`src/core/fprc_regs.vh`:
```
// Constants for the fault precision and return control unit
`ifndef FPRC_REGS_VH
`define FPRC_REGS_VH
`define FPRC_TYPE_TRACE 4'h1
`define FPRC_TYPE_OPER 4'h2
`define FPRC_TYPE_ARITH 4'h3
`define FPRC_TYPE_CONSTR 4'h5
`define FPRC_TYPE_PROT 4'h7
`define FPRC_TYPE_TYPE 4'hA
`define FPRC_SUB_OVERFLOW 4'h1
`define FPRC_SUB_ZERO_DIV 4'h2
`define FPRC_SUB_RANGE 4'h1
`define FPRC_SUB_PRIV 4'h2
`define FPRC_AC_OVF_MASK_BIT 12
`define FPRC_AC_NIF_BIT 15
`define FPRC_AC_RESET 32'h00000000
`define FPRC_PCR_TRACE_EN_BIT 0
`define FPRC_PCR_TRACE_PEND_BIT 10
`define FPRC_PCR_MODE_BIT 1
`define FPRC_PCR_RESET 32'h00000002
`define FPRC_RET_LOCAL 1'b0
`define FPRC_RET_SUPER 1'b1
`define FPRC_OP_ARITH_OVF 3'h1
`define FPRC_OP_DIVIDE 3'h2
`define FPRC_OP_FAULT_IF 3'h3
`define FPRC_OP_PRIV 3'h4
`define FPRC_OP_SYNC 3'h5
`define FPRC_OP_NONE 3'h0
`endif

```
`src/core/fprc_unit.v`:
```
// Fault precision, fault encoding and fault handler return control
`timescale 1ns/100ps
`include "fprc_regs.vh"
//
// How it works
// RULE_01: Supervisor return reloads arithmetic controls from record.
// RULE_02: Supervisor return reloads process controls from record.
// RULE_03: Return restores user mode if fault came from user.
// RULE_04: Return selects the stack active at fault.
// RULE_05: After return, higher interrupts first, then trace fault. (code pulses both in the same cycle)
// RULE_06: Handler changes to process controls are discarded.
// RULE_07: Interrupt during fault: select handler, interrupt, fault.
// RULE_08: Precise faults block issue and keep resumable pointer.
// RULE_09: Trace and protection faults are always precise.
// RULE_10: Imprecise faults still record correct fault address.
// RULE_11: No asynchronous faults are ever generated.
// RULE_12: With no-imprecise bit set, faults in order, precise.
// RULE_13: With bit clear, saved pointer may be unpredictable.
// RULE_14: Fault sync drains earlier instructions and their faults.
// RULE_15: Unmasked signed overflow raises type 3 subtype 1.
// RULE_16: Zero divisor raises subtype 2 before execution.
// RULE_17: Arithmetic return pointer is the next instruction.
// RULE_18: Matching fault-if raises type 5 subtype 1 after.
// RULE_19: Supervisor-only opcode in user mode raises subtype 2.
// RULE_20: Fault type and subtype go into the record.
// RULE_21: Local handler return restores arithmetic controls only.
// RULE_22: No-imprecise bit sampled on every issued instruction.
module fprc_unit #(
  parameter IP_W = 32
) (
  input wire core_clk_i, // Core clock
  input wire rst_n_i, // Asynchronous reset, active low
  input wire issue_valid_i, // Instruction offered for issue
  input wire [2:0] issue_op_i, // Fault-relevant class of the instruction
  input wire [IP_W-1:0] issue_ip_i, // Address of the instruction
  input wire [IP_W-1:0] issue_next_ip_i, // Address of the following instruction
  input wire ovf_detect_i, // Signed result overflowed its destination
  input wire divisor_zero_i, // Divide or remainder divisor is zero
  input wire cond_match_i, // Fault-if condition matches condition code
  input wire inflight_i, // Earlier instructions still unfinished
  input wire inflight_fault_i, // An unfinished earlier instruction will fault
  input wire ext_fault_valid_i, // Other unit fault with its own type
  input wire [3:0] ext_fault_type_i, // Its fault type
  input wire [3:0] ext_fault_sub_i, // Its subtype
  input wire [IP_W-1:0] ext_fault_ip_i, // Its faulting instruction address
  input wire ac_write_i, // Software write of arithmetic controls
  input wire [31:0] ac_wdata_i, // Data for that write
  input wire pcr_write_i, // Handler write of process controls
  input wire [31:0] pcr_wdata_i, // Data for that write
  input wire fault_ack_i, // Handler selection for current fault done
  input wire irq_pending_i, // Interrupt above current priority pending
  input wire irq_return_i, // Interrupt handler has returned
  input wire ret_valid_i, // Return from a fault handler
  input wire ret_kind_i, // Return kind: local or supervisor call
  input wire [31:0] rec_ac_i, // Saved arithmetic controls from record
  input wire [31:0] rec_pcr_i, // Saved process controls from record
  input wire rec_user_i, // Fault was taken in user mode
  output reg issue_ready_o, // Instruction may issue, registered from last cycle's next state and stall
  output reg fault_o, // Fault raised, one-cycle pulse
  output reg [3:0] fault_type_o, // Fault type field of the record
  output reg [3:0] fault_sub_o, // Fault subtype field of the record
  output reg [IP_W-1:0] fault_ip_o, // Faulting instruction address
  output reg [IP_W-1:0] ret_ip_o, // Return instruction pointer to save
  output reg precise_o, // Record is precise
  output reg write_result_o, // Low bits of result still written
  output reg [31:0] arith_controls_reg_o, // Arithmetic controls
  output reg [31:0] process_controls_reg_o, // Process controls
  output reg user_stack_o, // User stack selected
  output reg irq_take_o, // Service interrupt now, one-cycle pulse
  output reg trace_take_o, // Take pending trace fault, one-cycle pulse
  output reg handler_go_o // Start handler first instruction, pulse
);

  localparam ST_RUN = 2'h0;
  localparam ST_SEL = 2'h1;
  localparam ST_IRQ = 2'h2;
  localparam ST_RET = 2'h3;

  reg [1:0] state;
  reg [1:0] next_state;
  reg [31:0] arith_controls_reg;
  reg [31:0] process_controls_reg;
  reg irq_seen;
  reg ret_trace;
  reg ret_irq;

  // Decode of supervisor mode from process controls
  function is_super;
    input [31:0] pcr;
    begin
      is_super = pcr[`FPRC_PCR_MODE_BIT];
    end
  endfunction

  wire no_imprecise_faults_bit = arith_controls_reg[`FPRC_AC_NIF_BIT]; // [RULE_22]
  wire user_mode = ~is_super(process_controls_reg);
  wire is_sync = issue_op_i == `FPRC_OP_SYNC;
  wire ovf_fault = (issue_op_i == `FPRC_OP_ARITH_OVF) & ovf_detect_i &
    ~arith_controls_reg[`FPRC_AC_OVF_MASK_BIT];
  wire div_fault = (issue_op_i == `FPRC_OP_DIVIDE) & divisor_zero_i;
  wire range_fault = (issue_op_i == `FPRC_OP_FAULT_IF) & cond_match_i;
  wire priv_fault = (issue_op_i == `FPRC_OP_PRIV) & user_mode;
  wire own_fault = ovf_fault | div_fault | range_fault | priv_fault;
  // Precise ordering stalls behind any unfinished faulting instruction
  wire need_order = no_imprecise_faults_bit | own_fault | is_sync; // [RULE_12] [RULE_08]
  wire stall = (need_order & inflight_fault_i) |
    (is_sync & inflight_i); // [RULE_14] [RULE_08]
  // An external fault in the same cycle holds issue back, so no own fault is lost
  wire go = issue_valid_i & (state == ST_RUN) & ~stall & ~ret_valid_i &
    ~ext_fault_valid_i;
  // Externally reported faults are always tied to an instruction address
  wire ext_go = ext_fault_valid_i & (state == ST_RUN) & ~ret_valid_i; // [RULE_11]
  wire ext_always_precise = (ext_fault_type_i == `FPRC_TYPE_TRACE) |
    (ext_fault_type_i == `FPRC_TYPE_PROT);

  // Handler sequencing state machine
  always @* begin
    next_state = state;
    case (state)
      ST_RUN: begin
        if (ret_valid_i)
          next_state = ST_RET;
        else if (ext_go | (go & own_fault))
          next_state = ST_SEL;
      end
      ST_SEL: begin
        // Selection completes before any interrupt is serviced
        if (fault_ack_i)
          next_state = (irq_seen | irq_pending_i) ? ST_IRQ : ST_RUN; // [RULE_07]
      end
      ST_IRQ: begin
        if (irq_return_i)
          next_state = ST_RUN; // [RULE_07]
      end
      ST_RET: begin
        next_state = ST_RUN;
      end
      default: begin
        next_state = ST_RUN;
      end
    endcase
  end

  // State, controls and fault record
  always @(posedge core_clk_i or negedge rst_n_i) begin
    if (!rst_n_i) begin
      state <= ST_RUN;
      arith_controls_reg <= `FPRC_AC_RESET;
      process_controls_reg <= `FPRC_PCR_RESET;
      irq_seen <= 1'b0;
      ret_trace <= 1'b0;
      ret_irq <= 1'b0;
      fault_o <= 1'b0;
      fault_type_o <= 4'h0;
      fault_sub_o <= 4'h0;
      fault_ip_o <= {IP_W{1'b0}};
      ret_ip_o <= {IP_W{1'b0}};
      precise_o <= 1'b0;
      write_result_o <= 1'b0;
      user_stack_o <= 1'b0;
      irq_take_o <= 1'b0;
      trace_take_o <= 1'b0;
      handler_go_o <= 1'b0;
    end else begin
      state <= next_state;
      fault_o <= 1'b0;
      write_result_o <= 1'b0;
      irq_take_o <= 1'b0;
      trace_take_o <= 1'b0;
      handler_go_o <= 1'b0;
      if (state == ST_SEL) begin
        if (irq_pending_i)
          irq_seen <= 1'b1;
        if (fault_ack_i) begin
          irq_seen <= 1'b0;
          // Interrupt goes ahead of the handler's first instruction
          irq_take_o <= irq_seen | irq_pending_i; // [RULE_07]
          handler_go_o <= ~(irq_seen | irq_pending_i);
        end
      end
      if ((state == ST_IRQ) & irq_return_i)
        handler_go_o <= 1'b1; // [RULE_07]
      // Software writes land before the next issue samples them
      if (ac_write_i)
        arith_controls_reg <= ac_wdata_i; // [RULE_22]
      if (pcr_write_i)
        process_controls_reg <= pcr_wdata_i;
      if (go)
        write_result_o <= (issue_op_i == `FPRC_OP_ARITH_OVF) & ovf_detect_i; // [RULE_15]
      if (ext_go) begin
        fault_o <= 1'b1;
        fault_type_o <= ext_fault_type_i; // [RULE_20]
        fault_sub_o <= ext_fault_sub_i; // [RULE_20]
        fault_ip_o <= ext_fault_ip_i; // [RULE_10]
        ret_ip_o <= issue_next_ip_i;
        precise_o <= no_imprecise_faults_bit | ext_always_precise; // [RULE_09] [RULE_13]
      end else if (go & own_fault) begin
        fault_o <= 1'b1;
        fault_ip_o <= issue_ip_i; // [RULE_10]
        ret_ip_o <= issue_next_ip_i; // [RULE_17]
        // Own faults are checked in order against the issue stream
        precise_o <= no_imprecise_faults_bit; // [RULE_12] [RULE_13]
        if (div_fault) begin
          fault_type_o <= `FPRC_TYPE_ARITH; // [RULE_16]
          fault_sub_o <= `FPRC_SUB_ZERO_DIV; // [RULE_16]
        end else if (ovf_fault) begin
          fault_type_o <= `FPRC_TYPE_ARITH; // [RULE_15]
          fault_sub_o <= `FPRC_SUB_OVERFLOW; // [RULE_15]
        end else if (priv_fault) begin
          fault_type_o <= `FPRC_TYPE_CONSTR; // [RULE_19]
          fault_sub_o <= `FPRC_SUB_PRIV; // [RULE_19]
        end else begin
          fault_type_o <= `FPRC_TYPE_CONSTR; // [RULE_18]
          fault_sub_o <= `FPRC_SUB_RANGE; // [RULE_18]
        end
      end
      if ((state == ST_RUN) & ret_valid_i) begin
        // Both return kinds restore the arithmetic controls
        arith_controls_reg <= rec_ac_i; // [RULE_01] [RULE_21]
        ret_irq <= irq_pending_i; // [RULE_05]
        if ((ret_kind_i == `FPRC_RET_SUPER) & is_super(process_controls_reg)) begin
          // Record copy overrides any handler change, mode follows fault
          process_controls_reg <= {rec_pcr_i[31:`FPRC_PCR_MODE_BIT+1], ~rec_user_i,
            rec_pcr_i[`FPRC_PCR_MODE_BIT-1:0]}; // [RULE_02] [RULE_06] [RULE_03]
          user_stack_o <= rec_user_i; // [RULE_04]
          ret_trace <= rec_pcr_i[`FPRC_PCR_TRACE_PEND_BIT] &
            rec_pcr_i[`FPRC_PCR_TRACE_EN_BIT]; // [RULE_05]
        end else begin
          ret_trace <= process_controls_reg[`FPRC_PCR_TRACE_PEND_BIT] &
            process_controls_reg[`FPRC_PCR_TRACE_EN_BIT]; // [RULE_21]
        end
      end
      if (state == ST_RET) begin
        // Interrupt and trace fault pulses are offered together in the same cycle
        irq_take_o <= ret_irq; // [RULE_05]
        trace_take_o <= ret_trace; // [RULE_05]
        ret_irq <= 1'b0;
        ret_trace <= 1'b0;
      end
      if (user_stack_o & (next_state == ST_SEL))
        user_stack_o <= 1'b0;
    end
  end

  // Mirror controls and issue permission onto registered outputs
  always @(posedge core_clk_i or negedge rst_n_i) begin
    if (!rst_n_i) begin
      arith_controls_reg_o <= `FPRC_AC_RESET;
      process_controls_reg_o <= `FPRC_PCR_RESET;
      issue_ready_o <= 1'b0;
    end else begin
      arith_controls_reg_o <= arith_controls_reg;
      process_controls_reg_o <= process_controls_reg;
      // Registered view: one cycle stale, issue still gated internally
      issue_ready_o <= (next_state == ST_RUN) & ~stall; // [RULE_08]
    end
  end

endmodule

```
`config.mk`:
```
export PLATFORM = sky130hd
export DESIGN_NAME = fprc_unit
export DESIGN_NICKNAME = d
export VERILOG_FILES = /design/src/core/fprc_unit.v
export VERILOG_INCLUDE_DIRS = /design/src /design/src/core
export SDC_FILE = /design/constraint.sdc
export NUM_CORES = 1
export LEC_CHECK = 0
export BUFFER_PORTS_ARGS = -buffer_cell sky130_fd_sc_hd__buf_2
export CORE_MARGIN = 2
export CORE_UTILIZATION = 35
export CTS_BUF_LIST = sky130_fd_sc_hd__clkbuf_4 sky130_fd_sc_hd__clkbuf_8
export DETAILED_ROUTE_END_ITERATION = 7
export PLACE_DENSITY_LB_ADDON = 0.3
export SETUP_SLACK_MARGIN = 0.4
export SLEW_MARGIN = 30
export SYNTH_ARGS = -nofsm -noshare
export SYNTH_HDL_FRONTEND = slang
export SYNTH_SLANG_ARGS = --single-unit
```
`constraint.sdc`:
```
create_clock -name core_clk_i -period 2.5 [get_ports core_clk_i]
set_clock_uncertainty 0.2 [all_clocks]
set_input_delay 0.25 -clock core_clk_i [delete_from_list [all_inputs] [get_ports core_clk_i]]
set_output_delay 0.25 -clock core_clk_i [all_outputs]
set_load 0.02 [all_outputs]
```
==> results of run 1 <==
per-layer routing:
metal	global-route usage	share of wire	up-vias
met5	0	0	-
met4	0.09815	0.036	0
met3	0.06188	0.076	100
met2	0.4054	0.50	409
met1	0.2614	0.39	4286
li1	-	-	4052
cell usage in the layout (no fill, tap or decap), drive strengths merged, types with 4 or more instances in the layout:
| cell | synthesis | final |
|---|---|---|
| o211ai | 35 | 35 |
| dfrtp | 211 | 211 |
| mux2i | 64 | 64 |
| a21oi | 42 | 42 |
| buf | 17 | 433 |
| nor3b | 33 | 33 |
| nand2 | 46 | 46 |
| nor3 | 5 | 5 |
| dlygate4sd3 | 0 | 248 |
| inv | 5 | 6 |
| nor2 | 70 | 70 |
| o21ai | 40 | 40 |
| clkbuf | 44 | 61 |
| nand3 | 4 | 4 |
| mux2 | 33 | 33 |
| a22oi | 35 | 35 |
| a31oi | 35 | 35 |
power by group through the flow:
stage | logic (mW) | clock network (mW) | registers [mW]
after global placement | 3.70 | 0 | 5.16
after global routing | 4.73 | 3.53 | 5.35
after CTS | 4.09 | 3.36 | 5.17
final | 4.43 | 3.28 | 5.22
after detailed placement | 3.76 | 0 | 5.22
after floorplan | 1.26 | 0 | 6.10
timing repair:
item                                   CTS  global route
setup endpoints to repair               58            96
gates cloned                             0             4
endpoints found under the hold margin  327             0
gates resized for setup                  1            38
hold buffers                           248             0
buffers inserted                         0             7
pin swaps                                0             5
logic make-up after synthesis:
family / after synthesis / synth area share
and+or+nand+nor: 179 / 0.1072
AOI/OAI and AO/OA: 198 / 0.1425
DFF: 213 / 0.6029
buffers and inverters: 66 / 0.03197
muxes: 97 / 0.1144
xor gates and xnor gates: 1 / 0.0009904
worst max-delay path, cell delays in order, from the launching register on:
cell and delay (ns):
dfrtp_2 0.44, nor3_4 0.29, nand4b_4 0.15, a22oi_4 0.25
buf_12 0.16, buf_12 0.14, mux2_2 0.35
path summary, 6_finish.rpt:
check                                       from                        to  slack, ns
max                                     state[0]               ret_ip_o[0]       0.40
min                                      rst_n_i   process_controls_reg[6]       0.03
max reg2reg                             state[0]               ret_ip_o[0]       0.40
min reg2reg                arith_controls_reg[6]   arith_controls_reg_o[6]       0.16
max in group asynchronous                rst_n_i  arith_controls_reg_o[16]       1.22
min in group core_clk_i             irq_return_i                  state[1]       0.04
Yosys cell counts (all sizes together), types with 3 or more instances:
cell type and count:
mux2 33, a21oi 42, nor4b 3, inv 5, a31oi 35, o21ai 40, a22oi 35, nor2b 3
nand3 4, dfrtp 211, nand3b 3, nor3 5, nand2 46, mux2i 64, nor2 70, o211ai 35
clkbuf 44, nor3b 33, buf 17
cell type report:
class                           count  area share
Clock buffer                       58     0.04919
Sequential cell                   213      0.3598
Timing Repair Buffer              684      0.3329
Tap cell                          330     0.02784
Inverter                            5    0.001266
Multi-Input combinational cell    475      0.2274
Antenna cell                        1   0.0001687
Clock inverter                      3    0.001434
==> metrics.txt, run 1 <==
fin cells 1769; Clock Tree Buf Depth 3; Post-Syn Instances 754; Placed Instance Area 11310 um2; number of flops mapped to enable cells by yosys 0; Clock power frac 0.254; syn nets 1006; Post-route DRC 0; starting density of the core 0.3543; largest net degree at the start of global routing 75; Net Sw Frac 0.3552; CP arrival 2.31 ns; via count 8847; global route overflow 0; Pwr Density 872.0 nW/um2; setup slack after layout 0.3956 ns; Synth async-reset ratio 1.000; CTS clock-pin slew for the worst setup and hold paths 0.06 ns; total of max-cap violations 0; Peak supply drop 0.5657 mV; Critical Path Start Type register; first-pass GRT wire length 48300 um; top_reg_cell synth dfrtp_1; share of the synthesized area in the top cell type 0.5970; post-synth cell types 47; sequential fraction of the synthesis area 0.6029; number of nets with antenna violations after routing 0; Gate power share 0.342; Worst Path Required 2.70 ns; area of the multi-input gates 3372 um2; CTS tree built; maximum fanout count along the critical path 7; fmax 475.2 MHz; gpl congestion 0.8239; final hold vios 0; clock sink total 213; WL final 32590 um; Tot Pwr 12.93 mW; 1st-iter DRT viols 642; relative slew slack 0.5776; Synth warnings 0; syn_area_per_cell 11.73 um2; hold slack 0.02899 ns; Area Overhead vs Synth 67.66%; TritonRoute pass-1 iters 5; Post-Syn Area 8845 um2; Final min period 2.104 ns; Slew @ Worst Pin 0.6269 ns; synthesis-stage register bit count 213; Reg area 5335 um2; insertion delay to the later sink of the worst-skew pair 0.52 ns; Core Util, Final 0.5940; Hold Crit Class in -> async; sw power 4.593 mW; Die ar. 26560 um2; Vias/cell 5.001; RSZ-0062 raised after global routing yes; final setup fails 0; Final Cycle Share 0.8417; Design Area, Final 14830 um2; worst-case reg-to-reg path depth 6; number of port buffers 394; Internal 8.339 mW; area of the core 24960 um2; Ports 396; Clock Root Buffer clkbuf_8; critical path capture point type register; Pins Over Slew Limit 0; initial antenna violation count 1; Die Y 163.0 um; row count 58; share of cells above drive strength 1 0.3797; Sequential Power Share 0.404; die width 163.0 um; pre-CTS WS 0.2975 ns; post-synth top area cell dfrtp_1; Area contributors post-synth dfrtp_1 60%, mux2i_1 7.2%, mux2_1 3.4%; Fillers 1998; dpl hpwl 19170 um; status finished, final reports clean; vias in the first global route 9273; Total GRT Usage 0.2295; Final nets 1670; setup_tns 0 ns; placed cells 1448; post-DR wirelength/cell 18.42 um; H-tree Lvls 2; classification of the worst setup path reg -> reg; Pleak 6.900 nW; Num CTS Buffers 39
No activity file was read; power rests on OpenSTA's default activity.
==> run 2: changes to the inputs <==
Settings changed: ABC_AREA set to 1.
Clock period 2.5 ns to 2.2 ns, I/O delays scaled along.
==> run 2 against run 1 <==
First-iteration DRC count up 34%. Area after synthesis shrank 4.5%. Largest cell class unchanged. Global-route usage up 3.0 points. Combinational power increased by 31%. Clock power grew 11%. Synthesized cell count rose by 19%. Critical path depth is 6 higher. Via count up 6.4%. Highest routed layer unchanged. Largest power group unchanged. Sequential share of layout area grew 0.57 points. Cell count increased by 8.1%.
==> metrics.txt, run 2 <==
global route overflow 0 (unchanged); Peak supply drop 0.5658 mV (was 0.5657 mV); Synth async-reset ratio 1.000 (unchanged); Critical Path Start Type register (unchanged); Final nets 1819 (was 1670); synthesis-stage register bit count 213 (unchanged); count leader, synth nand2_1 (was dfrtp_1); clock sink total 213 (unchanged); Commonest cells post-synth 365 x nand2_1, 211 x dfrtp_1, 129 x nand3_1 (was 211 x dfrtp_1, 70 x nor2_1, 64 x mux2i_1); syn nets 1153 (was 1006); RSZ-0062 raised after global routing yes (unchanged); Total GRT Usage 0.2593 (was 0.2295); post-synth top area cell dfrtp_1 (unchanged); Post-Syn Area 8451 um2 (was 8845 um2); Gate power share 0.376 (was 0.342); 1st-iter DRT viols 858 (was 642); Worst Path Required 2.39 ns (was 2.70 ns); Post-Syn Instances 901 (was 754); total of max-cap violations 0 (unchanged); final hold vios 0 (unchanged); Slew @ Worst Pin 0.4522 ns (was 0.6269 ns); Net Sw Frac 0.3843 (was 0.3552); Synth warnings 0 (unchanged); vias in the first global route 9810 (was 9273); Clock Tree Buf Depth 3 (unchanged); critical path launch point process_controls_reg[1] (was state[0]); Final min period 2.049 ns (was 2.104 ns); number of flops mapped to enable cells by yosys 0 (unchanged); Reg2Reg Setup Slack 0.15 ns (was 0.40 ns); initial antenna violation count 6 (was 1); final setup fails 0 (unchanged); Area Overhead vs Synth 72.71% (was 67.66%); number of nets with antenna violations after routing 0 (unchanged); top_reg_cell synth dfrtp_1 (unchanged); maximum fanout count along the critical path 13 (was 7); setup_tns 0 ns (unchanged); largest net degree at the start of global routing 63 (was 75); Hold Crit Class in -> async (unchanged); Die Y 159.4 um (was 163.0 um); Vias/cell 4.922 (was 5.001); Fillers 1825 (was 1998); Ports 396 (unchanged); TritonRoute pass-1 iters 8 (was 5); WL final 33620 um (was 32590 um); CP arrival 2.24 ns (was 2.31 ns); share of the synthesized area in the top cell type 0.6248 (was 0.5970); insertion delay to the later sink of the worst-skew pair 0.52 ns (about the same); row count 56 (was 58); hold slack 0.03142 ns (was 0.02899 ns); Clock power frac 0.235 (was 0.254); worst setup path end fault_sub_o[3] (was ret_ip_o[0]); area of the core 23610 um2 (was 24960 um2); post-DR wirelength/cell 17.58 um (was 18.42 um); number of port buffers 394 (unchanged); critical path capture point type register (unchanged); syn_area_per_cell 9.379 um2 (was 11.73 um2); status finished, final reports clean (unchanged); first-pass GRT wire length 52420 um (was 48300 um); most common cell after layout, fill and taps aside buf_2 (unchanged); worst-case reg-to-reg path depth 12 (was 6); Internal 9.520 mW (was 8.339 mW); classification of the worst setup path reg -> reg (unchanged); sw power 5.943 mW (was 4.593 mW); Post-route DRC 0 (unchanged); gpl congestion 0.8077 (was 0.8239); post-synth cell types 28 (was 47); Pleak 7.678 nW (was 6.900 nW); share of cells above drive strength 1 0.3365 (was 0.3797); Die ar. 25400 um2 (was 26560 um2); Pins Over Slew Limit 0 (unchanged); Num CTS Buffers 38 (was 39); die width 159.4 um (was 163.0 um); dpl hpwl 18580 um (was 19170 um); starting density of the core 0.3579 (was 0.3543); placed cells 1582 (was 1448); Area contributors post-synth dfrtp_1 62%, nand2_1 16%, nand3_1 7.6% (was dfrtp_1 60%, mux2i_1 7.2%, mux2_1 3.4%); H-tree Lvls 2 (unchanged); Sequential Power Share 0.389 (was 0.404); CTS clock-pin slew for the worst setup and hold paths 0.06 ns (about the same); fmax 488.2 MHz (was 475.2 MHz); most frequent cells in the layout 393 x buf_2, 344 x nand2_1, 245 x dlygate4sd3_1 (was 393 x buf_2, 248 x dlygate4sd3_1, 209 x dfrtp_1); RR Startpoint process_controls_reg[1] (was state[0]); fin cells 1912 (was 1769); relative slew slack 0.6985 (was 0.5776); Clock Root Buffer clkbuf_8 (unchanged); sequential fraction of the synthesis area 0.6310 (was 0.6029); via count 9410 (was 8847); CTS tree built (unchanged); reg2reg end fault_sub_o[3] (was ret_ip_o[0]); Pwr Density 1060 nW/um2 (was 872.0 nW/um2); Final Cycle Share 0.9312 (was 0.8417)
-- run 2: cell count changes after synthesis, moves of 24 or more --
cell	before	now
nand2_1	46	365
nand3_1	4	129
nor2_1	70	22
a21oi_1	42	2
a22oi_1	34	0
a31oi_1	35	1
mux2i_1	64	31
nor3b_1	33	0
o211ai_1	35	3
mux2_1	27	0
clkbuf_1	44	20
-- run 2: critical path, stage by stage (launching register included) --
cell and delay (ns):
dfstp_2 0.53, inv_2 0.04, nand2_2 0.07, nor2_4 0.05
nor2_4 0.08, nand4_1 0.10, nand2_1 0.09, nand4_1 0.15
nand2_4 0.18, inv_8 0.09, buf_16 0.16, nand2_1 0.09
nand2_1 0.09
-- run 2: layout make-up --
cell class,instances,area (um2),share of cell area
flip-flops and latches,213,5334,0.3655
repair buffers,680,5104,0.3497
multi-input cells,606,2893,0.1982
clock buffers,56,714.4,0.04895
well taps,319,399.1,0.02735
inverters,28,112.6,0.007715
clock inverters,4,23.77,0.001629
diodes,6,15.01,0.001029
-- run 2: metrics by stage --
stage / power [mW] / worst slack, ns / area [um2] / utilization
finish: 15.46 / 0.1515 / 14600 / 0.6181
global route: 16.30 / 0.02263 / 14590 / 0.6179
CTS: 15.25 / 0.1206 / 14350 / 0.6076
detailed placement: 10.94 / 0.1166 / 10870 / 0.4603
global placement: 10.84 / 0.1715 / 10870 / 0.4603
floorplan: 8.853 / 0.4039 / 8451 / -
-- run 2: worst min path at each step --
stage	depth (start not counted)	end	slack, ns	startpoint
after floorplan	0	arith_controls_reg[0]	-0.28	rst_n_i
final	2	process_controls_reg[2]	0.03	rst_n_i
after global routing	2	process_controls_reg[6]	0.05	rst_n_i
after global placement	1	process_controls_reg_o[2]	-0.02	rst_n_i
after CTS	2	process_controls_reg_o[6]	0.0006	rst_n_i
after detailed placement	1	process_controls_reg[2]	-0.01	rst_n_i
-- run 2: power groups by stage --
stage	combinational [mW]	sequential, mW	clock (mW)
2_1_floorplan	1.65	7.20	0
3_3_place_gp	4.89	5.95	0
3_5_place_dp	4.94	6.00	0
4_1_cts	5.56	5.95	3.74
5_1_grt	6.26	6.14	3.90
6_report	5.82	6.01	3.64
-- run 2: routing by layer --
layer | vias to the layer above | routed length [um] | GRT usage
met3 | 161 | 3042 | 0.07528
met5 | - | 0 | 0
met4 | 0 | 2203 | 0.1529
met1 | 4436 | 12120 | 0.2885
li1 | 4235 | - | -
met2 | 578 | 16250 | 0.4429
-- run 2: cells by family after synthesis --
kind of cell,count (synthesis),share of synthesized area
and+or+nand+nor,526,0.2563
DFF,213,0.6310
buffers and inverters,82,0.04442
muxes,31,0.03672
AOI/OAI and AO/OA,49,0.03154
-- run 2: what timing repair did --
item,in CTS,in global routing
pin swaps,5,25
setup endpoints to repair,76,84
setup buffers,5,4
gates cloned,7,3
endpoints found under the hold margin,359,0
gates resized for setup,20,39
hold buffers,245,0
==> run 3: changes to the inputs <==
Settings changed: ABC_AREA 1 to 0, CTS_CLUSTER_DIAMETER set to 120.
==> run 3 against run 2 <==
The flow now finishes with violations (negative hold slack). Cell area rose by 10%. Count of clock-buffer cells in the layout shrank 1. Wire length grew 9.0%. Clock power is 14% higher. Via count fell by 1.4%. Setup slack about the same. Non-clock buffer count increased by 32. Sequential share of layout area decreased by 3.4 points. Combinational power up 4.0%. Die area is 4.5% higher. Total power up 4.6%. Critical path depth shrank 7. Critical path type unchanged. Critical endpoint is now fault_ip_o[22].
==> metrics.txt, run 3 (synthesis gave the netlist of run 1 again) <==
Die ar. 26560 um2 (was 25400 um2); slowest CP cell dfstp_2 (unchanged); RSZ-0062 raised after global routing yes (unchanged); Total GRT Usage 0.2379 (was 0.2593); crit path cell chain nor4b_4 > or2_1 > buf_4 > o211ai_1 > a31oi_1 (was inv_2 > nand2_2 > nor2_4 > nor2_4 > nand4_1 > nand2_1 > nand4_1 > nand2_4 > inv_8 > buf_16 > nand2_1 > nand2_1); Vias/cell 5.142 (was 4.922); Worst Path Required 2.42 ns (was 2.39 ns); TritonRoute pass-1 iters 5 (was 8); share of cells above drive strength 1 0.4613 (was 0.3365); Final Cycle Share 0.9313 (was 0.9312); hold slack -0.03996 ns (was 0.03142 ns); classification of the worst setup path reg -> reg (unchanged); Clock Tree Buf Depth 3 (unchanged); H-tree Lvls 2 (unchanged); final hold vios 1 (was 0); critical path capture point type register (unchanged); Clock Root Buffer clkbuf_8 (unchanged); insertion delay to the later sink of the worst-skew pair 0.52 ns (about the same); fmax 488.1 MHz (was 488.2 MHz); 1st-iter DRT viols 806 (was 858); number of port buffers 394 (unchanged); largest net degree at the start of global routing 75 (was 63); min-delay src ret_valid_i; total of max-cap violations 0 (unchanged); # hold bufs at CTS 245 (unchanged); row count 58 (was 56); gpl congestion 0.8089 (was 0.8077); dpl hpwl 18650 um (was 18580 um); met2 usage 0.4049 (was 0.4429); RR Startpoint process_controls_reg[1] (unchanged); CP arrival 2.27 ns (was 2.24 ns); first-pass GRT wire length 50110 um (was 52420 um); Pwr Density 1004 nW/um2 (was 1060 nW/um2); placed cells 1451 (was 1582); Area Overhead vs Synth 82.05% (was 72.71%); most common cell after layout, fill and taps aside buf_2 (unchanged); initial antenna violation count 3 (was 6); final setup fails 0 (unchanged); Critical Path Start Type register (unchanged); Num CTS Buffers 38 (unchanged); CTS tree built (unchanged); fin cells 1805 (was 1912); most frequent cells in the layout 393 x buf_2, 245 x dlygate4sd3_1, 210 x dfrtp_1 (was 393 x buf_2, 344 x nand2_1, 245 x dlygate4sd3_1); Slew @ Worst Pin 0.6080 ns (was 0.4522 ns); via count 9282 (was 9410); gr busiest metal met2 (unchanged); Hold Crit Class in -> reg (was in -> async); failing checks negative hold slack; Final nets 1697 (was 1819); Die Y 163.0 um (was 159.4 um); vias in the first global route 9577 (was 9810); number of nets with antenna violations after routing 0 (unchanged); CTS clock-pin slew for the worst setup and hold paths 0.06 ns (about the same); relative slew slack 0.5947 (was 0.6985); die width 163.0 um (was 159.4 um); setup_tns 0 ns (unchanged); met1 usage 0.2871 (was 0.2885); Peak supply drop 0.7510 mV (was 0.5658 mV); Pins Over Slew Limit 0 (unchanged); global route overflow 0 (unchanged); Post-route DRC 0 (unchanged); post-DR wirelength/cell 20.29 um (was 17.58 um); critical path launch point process_controls_reg[1] (unchanged); maximum fanout count along the critical path 18 (was 13); status finished with violations (was finished, final reports clean); WL final 36630 um (was 33620 um); area of the core 24960 um2 (was 23610 um2); Pleak 7.432 nW (was 7.678 nW); CP peak stage delay 0.40 ns (was 0.53 ns); GR Util met3 0.05780 (was 0.07528); Ports 396 (unchanged); Final min period 2.049 ns (about the same); starting density of the core 0.3543 (was 0.3579); clock sink total 213 (unchanged)
-- run 3: changes by cell type in the layout (fill, tap and decap cells not counted), moves of 27 or more --
cell      delta
nand2_1    -324
nand3_1    -125
a21oi_1     +33
a31oi_1     +33
mux2i_1     +33
o21ai_0     -33
nor3b_1     +32
o211ai_1    +32
mux2_4      +27
-- run 3: timing repair --
item                       in CTS  in global routing
gates resized for setup        49                195
pin swaps                      17                 41
cloned                          4                 14
setup endpoints to repair     107                139
setup buffers                  11                 10
hold endpoints to repair      360                  1
-- run 3: layout make-up --
class | instances | area, um2
Clock buffer | 55 | 706.9
Inverter | 5 | 18.77
Timing Repair Buffer | 712 | 5532
Tap cell | 330 | 412.9
Multi-Input combinational cell | 475 | 3941
Fill cell | 1778 | 8862
Sequential cell | 213 | 5334
Antenna cell | 1 | 2.502
Clock inverter | 14 | 153.9
-- run 3: final timing paths --
path,end,slack [ns],cells after the start
worst max-delay path,fault_ip_o[22],0.15,5
worst min-delay path,write_result_o,-0.04,5
worst max register to register,fault_ip_o[22],0.15,5
worst min register to register,process_controls_reg_o[14],0.18,0
max in group asynchronous,fault_ip_o[2],1.11,3
min in group asynchronous,process_controls_reg[8],0.06,2
-- run 3: through the flow --
stage / hold slack [ns] / area [um2] / total power, mW / utilization / worst slack, ns
global placement: 0.05739 / 11400 / 10.12 / 0.4568 / 0.1531
CTS: -0.07788 / 15120 / 15.07 / 0.6055 / 0.1518
finish: -0.03996 / 16100 / 16.17 / 0.6450 / 0.1510
global route: -0.04619 / 16100 / 16.92 / 0.6450 / 0.04476
detailed placement: 0.05780 / 11400 / 10.22 / 0.4568 / 0.06380
floorplan: -0.2756 / 8875 / 8.373 / - / 0.05730
-- run 3: critical path: cells and delay by family (launching register included) --
kind / cells / cell delay (ns)
AOI/OAI and AO/OA: 2 / 0.43
buffers and inverters: 1 / 0.29
and+or+nand+nor: 2 / 0.63
DFF: 1 / 0.40
-- run 3: power by group --
group / total [mW] / switching, mW / internal, mW
registers: 5.96 / 0.715 / 5.24
logic: 6.05 / 3.37 / 2.68
clock network: 4.16 / 1.73 / 2.44
total: 16.2 / 5.81 / 10.4
-- run 3: per-layer routing --
layer	vias to the layer above	wire (um)
met3	119	2638
met5	-	27
met4	4	1532
li1	4136	-
met1	4551	14180
met2	472	18250
